===== src/include/hrs_pkg.sv =====
// constants for the receive status byte generator
// assumes one 200 MHz clock and an upstream serial receiver that
// delivers whole bytes with frame start and end marks
package hrs_pkg;
  // status byte bit positions
  localparam int unsigned BIT_VFR = 7;
  localparam int unsigned BIT_OVF = 6;
  localparam int unsigned BIT_CRC = 5;
  localparam int unsigned BIT_ABT = 4;
  localparam int unsigned BIT_HAH = 3;
  localparam int unsigned BIT_HAL = 2;
  localparam int unsigned BIT_CR = 1;
  localparam int unsigned BIT_LA = 0;
  // per-character status bit positions
  localparam int unsigned CBIT_FRM = 7;
  localparam int unsigned CBIT_PAR = 6;
  localparam int unsigned CBIT_OVF = 5;
  // position of the command/response bit in the high address byte
  localparam int unsigned CR_POS = 1;
  // protocol mode select {hi,lo}
  localparam logic [1:0] MODE_AUTO = 2'h0;
  localparam logic [1:0] MODE_NONAUTO = 2'h1;
  localparam logic [1:0] MODE_TRANSP = 2'h2;
  // broadcast high addresses
  localparam logic [7:0] BCAST_A = 8'hFE;
  localparam logic [7:0] BCAST_B = 8'hFC;
  // high address result codes
  localparam logic [1:0] HA_FIRST = 2'h2;
  localparam logic [1:0] HA_SECOND = 2'h0;
  localparam logic [1:0] HA_BCAST = 2'h1;
  localparam logic [1:0] HA_NONE = 2'h3;
  // minimum frame lengths in bytes
  localparam logic [3:0] MIN_A16_CCITT = 4'h4;
  localparam logic [3:0] MIN_A16_C32 = 4'h6;
  localparam logic [3:0] MIN_A8_CCITT = 4'h3;
  localparam logic [3:0] MIN_A8_C32 = 4'h5;
  localparam logic [3:0] MIN_T0_CCITT = 4'h2;
  localparam logic [3:0] MIN_T0_C32 = 4'h4;
  localparam logic [3:0] MIN_NC_A16 = 4'h2;
  localparam logic [3:0] MIN_NC_OTHER = 4'h1;
  // hold depth covers the largest minimum
  localparam int unsigned HOLD_DEPTH = 6;
  localparam logic [3:0] HOLD_FULL = 4'h6;
  localparam logic [3:0] CNT_MAX = 4'hF;
  localparam logic [3:0] CNT_ONE = 4'h1;
  typedef enum logic [1:0] {
    HRS_IDLE = 2'h0,
    HRS_RECV = 2'h1,
    HRS_DRAIN = 2'h3,
    HRS_STAT = 2'h2
  } hrs_state_t;
endpackage


===== src/core/hrs_status_gen.sv =====
// receive status byte generator for frames and characters
// assumes synchronous receiver strobes, at most one event per cycle
// and no new byte while rx_ready is low
//
// What this block does
// - in HDLC mode append an 8-bit status byte after each frame's data.
// - build the status byte when the receiver signals frame end.
// - valid flag clear for non-whole-byte frames, else set.
// - CRC-on minimum 4/6, 3/5, 3/5, 2/4 bytes by address and transparency.
// - CRC-off minimum 2 bytes for 16-bit address, else 1 byte.
// - frames below minimum produce neither data nor status byte.
// - overflow flag set on overflow; unmasked overflow raises an interrupt.
// - CRC flag is 1 on good check sequence, 0 on failure.
// - abort flag set on aborted frame; such frames still pass with their data and status.
// - compare high address with two programmed values and FE/FC.
// - high result 10 first, 00 second, 01 broadcast; equal gives 10.
// - copy command/response bit from high byte in 2-byte address mode.
// - low address compare: 1 for first match, 0 for second.
// - with store-status option, each character gets a status byte.
// - character framing-error bit is only meaningful in async mode.
`timescale 1ns/100ps
`default_nettype none
module hrs_status_gen (
  // clock and reset
  input wire logic mclk,
  input wire logic rst_b,
  // configuration
  input wire logic protocol_mode_sel_hi,
  input wire logic protocol_mode_sel_lo,
  input wire logic addr_width_select,
  input wire logic long_crc_select,
  input wire logic crc_check_disable,
  input wire logic char_mode_en,
  input wire logic char_async_sel,
  input wire logic store_status_with_char,
  input wire logic overflow_irq_mask,
  input wire logic [7:0] first_high_addr,
  input wire logic [7:0] second_high_addr,
  input wire logic [7:0] first_low_addr,
  input wire logic [7:0] second_low_addr,
  // receive side
  input wire logic rx_frame_start,
  input wire logic rx_byte_valid,
  input wire logic [7:0] rx_byte,
  input wire logic rx_frame_end,
  input wire logic rx_end_partial,
  input wire logic rx_end_abort,
  input wire logic rx_crc_ok,
  input wire logic rx_overflow,
  input wire logic char_framing_error,
  input wire logic char_parity_error,
  output logic rx_ready,
  // output stream
  output logic out_valid,
  output logic [7:0] out_data,
  output logic out_is_status,
  output logic out_last,
  output logic overflow_irq
);
  hrs_pkg::hrs_state_t state, next_state;
  logic [7:0] hold [hrs_pkg::HOLD_DEPTH];
  logic [7:0] next_hold [hrs_pkg::HOLD_DEPTH];
  logic [7:0] shifted [hrs_pkg::HOLD_DEPTH];
  logic [3:0] held, next_held;
  logic [3:0] cnt, next_cnt;
  logic ovf, next_ovf;
  logic [7:0] addr_hi, next_addr_hi;
  logic [7:0] addr_lo, next_addr_lo;
  logic [7:0] stat, next_stat;
  logic rdy, next_rdy;
  logic o_valid, next_o_valid;
  logic [7:0] o_data, next_o_data;
  logic o_stat, next_o_stat;
  logic o_last, next_o_last;
  logic irq, next_irq;
  logic [1:0] mode;
  logic transp, auto_mode;
  logic [3:0] min_len;
  logic [1:0] high_res;
  logic cmd_resp, low_match;

  assign mode = {protocol_mode_sel_hi, protocol_mode_sel_lo};
  assign transp = (mode == hrs_pkg::MODE_TRANSP);
  assign auto_mode = (mode == hrs_pkg::MODE_AUTO);

  // minimum length; addr_width_select picks transparent mode 1
  always_comb begin
    if (crc_check_disable) begin
      if (!transp && addr_width_select) begin
        min_len = hrs_pkg::MIN_NC_A16;
      end else begin
        min_len = hrs_pkg::MIN_NC_OTHER;
      end
    end else if (transp && !addr_width_select) begin
      min_len = long_crc_select ? hrs_pkg::MIN_T0_C32
                                : hrs_pkg::MIN_T0_CCITT;
    end else if (transp || !addr_width_select) begin
      min_len = long_crc_select ? hrs_pkg::MIN_A8_C32
                                : hrs_pkg::MIN_A8_CCITT;
    end else begin
      min_len = long_crc_select ? hrs_pkg::MIN_A16_C32
                                : hrs_pkg::MIN_A16_CCITT;
    end
  end

  hrs_addr_cmp u_addr (
    .hi_byte(addr_hi),
    .lo_byte(addr_lo),
    .auto_mode(auto_mode),
    .transp(transp),
    .addr16(addr_width_select),
    .first_high_addr(first_high_addr),
    .second_high_addr(second_high_addr),
    .first_low_addr(first_low_addr),
    .second_low_addr(second_low_addr),
    .high_res(high_res),
    .cmd_resp(cmd_resp),
    .low_match(low_match)
  );

  // hold line shifted by one entry toward the output
  genvar g;
  generate
    for (g = 0; g < hrs_pkg::HOLD_DEPTH; g = g + 1) begin : g_shift
      if (g == hrs_pkg::HOLD_DEPTH - 1) begin : g_top
        assign shifted[g] = 8'h00;
      end else begin : g_mid
        assign shifted[g] = hold[g + 1];
      end
    end
  endgenerate

  always_comb begin
    next_state = state;
    next_hold = hold;
    next_held = held;
    next_cnt = cnt;
    next_ovf = ovf;
    next_addr_hi = addr_hi;
    next_addr_lo = addr_lo;
    next_stat = stat;
    next_rdy = rdy;
    next_o_valid = 1'b0;
    next_o_data = o_data;
    next_o_stat = 1'b0;
    next_o_last = 1'b0;
    next_irq = rx_overflow && !overflow_irq_mask;
    if (rx_overflow) begin
      next_ovf = 1'b1;
    end
    case (state)
      hrs_pkg::HRS_IDLE, hrs_pkg::HRS_RECV: begin
        if (char_mode_en) begin
          if (rx_byte_valid) begin
            next_o_valid = 1'b1;
            next_o_data = rx_byte;
            next_ovf = 1'b0;
            next_stat = 8'h00;
            next_stat[hrs_pkg::CBIT_FRM] = char_async_sel &&
                                           char_framing_error;
            next_stat[hrs_pkg::CBIT_PAR] = char_parity_error;
            next_stat[hrs_pkg::CBIT_OVF] = ovf || rx_overflow;
            if (store_status_with_char) begin
              next_state = hrs_pkg::HRS_STAT;
              next_rdy = 1'b0;
            end
          end
        end else if (rx_frame_start) begin
          // set wins: an overflow in the start cycle is kept
          next_ovf = rx_overflow;
          next_cnt = 4'h0;
          next_held = 4'h0;
          next_addr_hi = 8'h00;
          next_addr_lo = 8'h00;
          next_state = hrs_pkg::HRS_RECV;
        end else if (state == hrs_pkg::HRS_RECV && rx_byte_valid) begin
          if (cnt != hrs_pkg::CNT_MAX) begin
            next_cnt = cnt + hrs_pkg::CNT_ONE;
          end
          if (cnt == 4'h0) begin
            if (addr_width_select) begin
              next_addr_hi = rx_byte;
            end else begin
              next_addr_lo = rx_byte;
            end
          end else if (cnt == hrs_pkg::CNT_ONE && addr_width_select) begin
            next_addr_lo = rx_byte;
          end
          // bytes wait in the hold line until a new byte finds it full or the frame ends
          if (held == hrs_pkg::HOLD_FULL) begin
            next_o_valid = 1'b1;
            next_o_data = hold[0];
            next_hold = shifted;
            next_hold[hrs_pkg::HOLD_DEPTH - 1] = rx_byte;
          end else begin
            next_hold[held[2:0]] = rx_byte;
            next_held = held + hrs_pkg::CNT_ONE;
          end
        end else if (state == hrs_pkg::HRS_RECV && rx_frame_end) begin
          next_stat[hrs_pkg::BIT_VFR] = !rx_end_partial;
          next_stat[hrs_pkg::BIT_OVF] = ovf || rx_overflow;
          next_stat[hrs_pkg::BIT_CRC] = rx_crc_ok;
          next_stat[hrs_pkg::BIT_ABT] = rx_end_abort;
          next_stat[hrs_pkg::BIT_HAH] = high_res[1];
          next_stat[hrs_pkg::BIT_HAL] = high_res[0];
          next_stat[hrs_pkg::BIT_CR] = cmd_resp;
          next_stat[hrs_pkg::BIT_LA] = low_match;
          if (cnt < min_len) begin
            next_state = hrs_pkg::HRS_IDLE;
            next_held = 4'h0;
          end else begin
            next_state = hrs_pkg::HRS_DRAIN;
            next_rdy = 1'b0;
          end
        end
      end
      hrs_pkg::HRS_DRAIN: begin
        if (held == 4'h0) begin
          next_state = hrs_pkg::HRS_STAT;
        end else begin
          next_o_valid = 1'b1;
          next_o_data = hold[0];
          next_hold = shifted;
          next_held = held - hrs_pkg::CNT_ONE;
        end
      end
      hrs_pkg::HRS_STAT: begin
        next_o_valid = 1'b1;
        next_o_data = stat;
        next_o_stat = 1'b1;
        next_o_last = !char_mode_en;
        next_rdy = 1'b1;
        next_state = char_mode_en ? hrs_pkg::HRS_IDLE
                                  : hrs_pkg::HRS_IDLE;
      end
      default: begin
        next_state = hrs_pkg::HRS_IDLE;
      end
    endcase
  end

  always_ff @(posedge mclk or negedge rst_b) begin
    if (!rst_b) begin
      state <= hrs_pkg::HRS_IDLE;
      for (int i = 0; i < hrs_pkg::HOLD_DEPTH; i++) begin
        hold[i] <= 8'h00;
      end
      held <= 4'h0;
      cnt <= 4'h0;
      ovf <= 1'b0;
      addr_hi <= 8'h00;
      addr_lo <= 8'h00;
      stat <= 8'h00;
      rdy <= 1'b1;
      o_valid <= 1'b0;
      o_data <= 8'h00;
      o_stat <= 1'b0;
      o_last <= 1'b0;
      irq <= 1'b0;
    end else begin
      state <= next_state;
      hold <= next_hold;
      held <= next_held;
      cnt <= next_cnt;
      ovf <= next_ovf;
      addr_hi <= next_addr_hi;
      addr_lo <= next_addr_lo;
      stat <= next_stat;
      rdy <= next_rdy;
      o_valid <= next_o_valid;
      o_data <= next_o_data;
      o_stat <= next_o_stat;
      o_last <= next_o_last;
      irq <= next_irq;
    end
  end

  assign rx_ready = rdy;
  assign out_valid = o_valid;
  assign out_data = o_data;
  assign out_is_status = o_stat;
  assign out_last = o_last;
  assign overflow_irq = irq;
endmodule
`default_nettype wire


===== src/core/hrs_addr_cmp.sv =====
// address recognition for the frame status byte
// assumes the address bytes are held stable by the caller
`timescale 1ns/100ps
`default_nettype none
module hrs_addr_cmp (
  // received address bytes
  input wire logic [7:0] hi_byte,
  input wire logic [7:0] lo_byte,
  // mode
  input wire logic auto_mode,
  input wire logic transp,
  input wire logic addr16,
  // programmed addresses
  input wire logic [7:0] first_high_addr,
  input wire logic [7:0] second_high_addr,
  input wire logic [7:0] first_low_addr,
  input wire logic [7:0] second_low_addr,
  // results
  output logic [1:0] high_res,
  output logic cmd_resp,
  output logic low_match
);
  always_comb begin
    // first address checked first so equal programming reports 10
    high_res = hrs_pkg::HA_NONE;
    if (auto_mode && addr16) begin
      if (hi_byte == first_high_addr) begin
        high_res = hrs_pkg::HA_FIRST;
      end else if (hi_byte == second_high_addr) begin
        high_res = hrs_pkg::HA_SECOND;
      end else if (hi_byte == hrs_pkg::BCAST_A ||
                   hi_byte == hrs_pkg::BCAST_B) begin
        high_res = hrs_pkg::HA_BCAST;
      end
    end
    cmd_resp = 1'b0;
    if (addr16 && !transp) begin
      cmd_resp = hi_byte[hrs_pkg::CR_POS];
    end
    // no match on either low address also reads as 0
    low_match = 1'b0;
    if (!transp && lo_byte == first_low_addr) begin
      low_match = 1'b1;
    end
  end
endmodule
`default_nettype wire


===== config.mk =====
export PLATFORM = sky130hd
export DESIGN_NAME = hrs_status_gen
export DESIGN_NICKNAME = d
export VERILOG_FILES = /design/src/include/hrs_pkg.sv /design/src/core/hrs_status_gen.sv /design/src/core/hrs_addr_cmp.sv
export SDC_FILE = /design/constraint.sdc
export NUM_CORES = 1
export LEC_CHECK = 0
export ABC_AREA = 1
export BUFFER_PORTS_ARGS = -buffer_cell sky130_fd_sc_hd__buf_4
export CAP_MARGIN = 10
export CORE_UTILIZATION = 35
export DETAILED_ROUTE_END_ITERATION = 7
export PLACE_DENSITY = 0.67
export RECOVER_POWER = 100
export SLEW_MARGIN = 15
export SYNTH_ARGS = -nofsm -noshare
export SYNTH_HDL_FRONTEND = slang
export SYNTH_SLANG_ARGS = --single-unit

===== constraint.sdc =====
create_clock -name mclk -period 2 [get_ports mclk]
set_input_delay 0.1 -clock mclk [delete_from_list [all_inputs] [get_ports mclk]]
set_output_delay 0.1 -clock mclk [all_outputs]
set_load 0.01 [all_outputs]

==> impl_metrics.json <==
{
  "synthArstFlopShare_pct": 100,
  "ant_nets": 0,
  "num-fill-cells": 1553,
  "rrSetupSlack_ns": 0.11,
  "power_w": 0.00852,
  "gr-total-overflow": 0,
  "final_area_sq_um": 6640,
  "cts_max_path_buffers": 2,
  "setup_viol": 0,
  "dpl.hpwl_mm": 10.4,
  "crit_type": "register to register",
  "cp_slowest_stage_delay_ns": 0.38,
  "drc": 0,
  "cts_buffers": 9,
  "worstPathRequired_ns": 2.26,
  "nets": 864,
  "clk_latency_ns": 0.34,
  "syn_area_per_cell_sq_um": 7.81,
  "drive_gt1_share_pct": 15.9,
  "die_y_microns": 127,
  "io-pin-count": 73,
  "final-hold-violation-count": 0,
  "drt_pre_antenna_iters": 5,
  "p_seq_share_pct": 38.7,
  "max-vdd-ir-drop_mv": 0.542,
  "synthCells": 701,
  "synth_seq_cells": 96,
  "synth_fp_nets": 772,
  "coreArea_sq_um": 15300,
  "syn_to_final_growth_pct": 21.3,
  "tightest_slew_ns": 1.03,
  "cp-start-kind": "register",
  "p_sw_share_pct": 39.0,
  "drv_cap": 0,
  "fin_ws_ns": 0.106,
  "place.gp.congestion": 0.807,
  "grt_pass1_vias": 4569,
  "holdWs_ns": 0.0182,
  "h-tree-depth": 3,
  "syn-cell-area_sq_um": 5480,
  "synth.distinct_cells": 38,
  "synth-edff-count": 0,
  "die_w_microns": 127,
  "layout_common_cells": "nand2_1, o21ai_0, dfrtp_1",
  "fin_tns_setup_ns": 0,
  "skew_ns": 0.0116,
  "ys_dominant_reg_cell": "dfrtp_1",
  "grt_max_degree": 42,
  "crit_arrival_ns": 2.15,
  "pre_cts_slack_ns": -0.156,
  "worstRegToRegCells": 10,
  "cts.sinks": 96,
  "start_util_pct": 35.9,
  "place_area_sq_um": 6310,
  "grt_util_all_layers_pct": 17.2,
  "drtIter0Drc": 290,
  "max_freq_mhz": 528,
  "crit_chain": "inv_1 -> ha_1 -> nand2_2 -> nor2_4 -> nor2_8 -> buf_4 -> a21oi_4 -> clkbuf_2 -> nand2_1 -> o21ai_0",
  "path_clk_slew_ns": 0.07,
  "fin_crit_ns": 1.89,
  "dieArea_sq_um": 16100,
  "power_per_cell_area_nw_per_um2": 1280,
  "min_path_type": "primary input to register",
  "fp-row-count": 45,
  "cts_tree": "yes",
  "portBuffers": 64,
  "setup.worst_path.end_class": "register",
  "maxSlewViolCount": 0,
  "critPathMaxFanout": 17,
  "hold_depth": 2,
  "slowest_stage": "dfrtp_1",
  "ys_seq_area_share_pct": 43.9,
  "p_switching_w": 0.00332,
  "p_comb_share_pct": 39.2,
  "fin_crit_sh_pct": 94.7,
  "diodes": 0,
  "antenna_found_initial": 0,
  "wire_per_inst_microns": 13.2,
  "grt_pass1_wl_mm": 22.0,
  "routed-via-count": 4883,
  "totalWireLength_mm": 13.3,
  "status": "complete, no violations",
  "internal_power_w": 0.00520,
  "p_leak_nw": 3.16,
  "final_common_cell": "nand2_1",
  "slew_headroom_pct": 31.0,
  "vias_per_cell": 4.84,
  "clkPwrFrac_pct": 22.1,
  "rsz0062_at_grt": "no",
  "ys_warn_count": 0,
  "ctsRootBufferMaster": "clkbuf_16"
}
-- cell families (layout without fill, tap and decap cells) --
family	count (synthesis)	after routing	synth area share [%]
AOI/OAI and AO/OA	184	184	18.6
xor gates and xnor gates	23	23	3.68
adders and majority gates	11	11	2.51
buffers and inverters	120	217	9.64
DFF	96	96	43.9
and+or+nand+nor	267	267	21.7
-- Yosys cell counts, types with 5 or more instances --
cell | number | area share [%]
nand2_1 | 147 | 10
xnor2_1 | 12 | 1.9
nand4_1 | 5 | 0.57
or2_2 | 5 | 0.57
buf_4 | 7 | 0.96
ha_1 | 11 | 2.5
dfrtp_1 | 95 | 43
nor2_1 | 39 | 2.7
clkbuf_1 | 7 | 0.48
o21ai_1 | 42 | 3.8
a21oi_1 | 25 | 2.3
o22ai_1 | 12 | 1.4
inv_1 | 89 | 6.1
nand3_1 | 52 | 4.8
buf_2 | 5 | 0.46
xor2_1 | 11 | 1.8
o21ai_0 | 91 | 8.3
buf_6 | 6 | 1.2
-- metal layers --
metal / vias up / routed length (microns) / track usage (%)
met1: 2262 / 6190 / 22.7
met3: 20 / 504 / 1.51
li1: 2485 / - / -
met2: 116 / 6340 / 28.8
met4: 0 / 282 / 7.63
met5: - / 0 / 0
-- power by group through the flow --
stage / Sequential [W] / Clock, W / Combinational, W
finish: 0.00329 / 0.00188 / 0.00334
global route: 0.00339 / 0.00199 / 0.00379
CTS: 0.00330 / 0.00192 / 0.00347
detailed placement: 0.00333 / 0 / 0.00345
global placement: 0.00330 / 0 / 0.00339
floorplan: 0.00326 / 0 / 0.00245
-- critical path, delay by kind of cell, from the launching register on --
family          cells  cell delay [ns]
simple gates        4             0.42
buf+inv             3             0.56
compound gates      2             0.28
fa+ha+maj           1             0.18
flops               1             0.38
-- path summary, 6_finish.rpt --
| kind | from | to |
|---|---|---|
| min | char_mode_en | out_last |
| max | held[0] | hold[32] |
| min in group asynchronous | rst_b | hold[3] |
| min reg2reg | hold[24] | hold[24] |
| max reg2reg | held[0] | hold[32] |
| max in group asynchronous | rst_b | held[0] |
-- sequential cells by signal, summed over array words and instances, names as in the netlist --
register / cells
overflow_irq: 1
ovf: 1
stat: 8
out_data: 8
rx_ready: 1
state: 2
held: 4
addr_hi: 8
addr_lo: 8
out_is_status: 1
out_valid: 1
hold: 48
out_last: 1
cnt: 4
-- through the flow --
| step | cells | util [%] |
|---|---|---|
| 5_1_grt | 1009 | 43.5 |
| 3_3_place_gp | 984 | 41.3 |
| 6_report | 1009 | 43.5 |
| 3_5_place_dp | 984 | 41.3 |
| 2_1_floorplan | 701 | - |
| 4_1_cts | 1004 | 43.8 |
-- layout make-up --
cell class / instances / area, sq um / share of cell area [%]
clock buffer: 10 / 239 / 3.60
clock inverter: 6 / 90.1 / 1.36
inverter: 95 / 357 / 5.37
multi-input combinational: 485 / 2540 / 38.2
sequential: 96 / 2400 / 36.2
tap: 211 / 264 / 3.97
timing repair buffer: 106 / 749 / 11.3
-- what timing repair did --
action	in CTS	in global routing
endpoints found under the setup margin	0	19
hold buffers	4	0
gates resized for setup	0	2
buffers inserted	0	5
hold endpoints to repair	40	0
(Power assumes the default switching activity.)
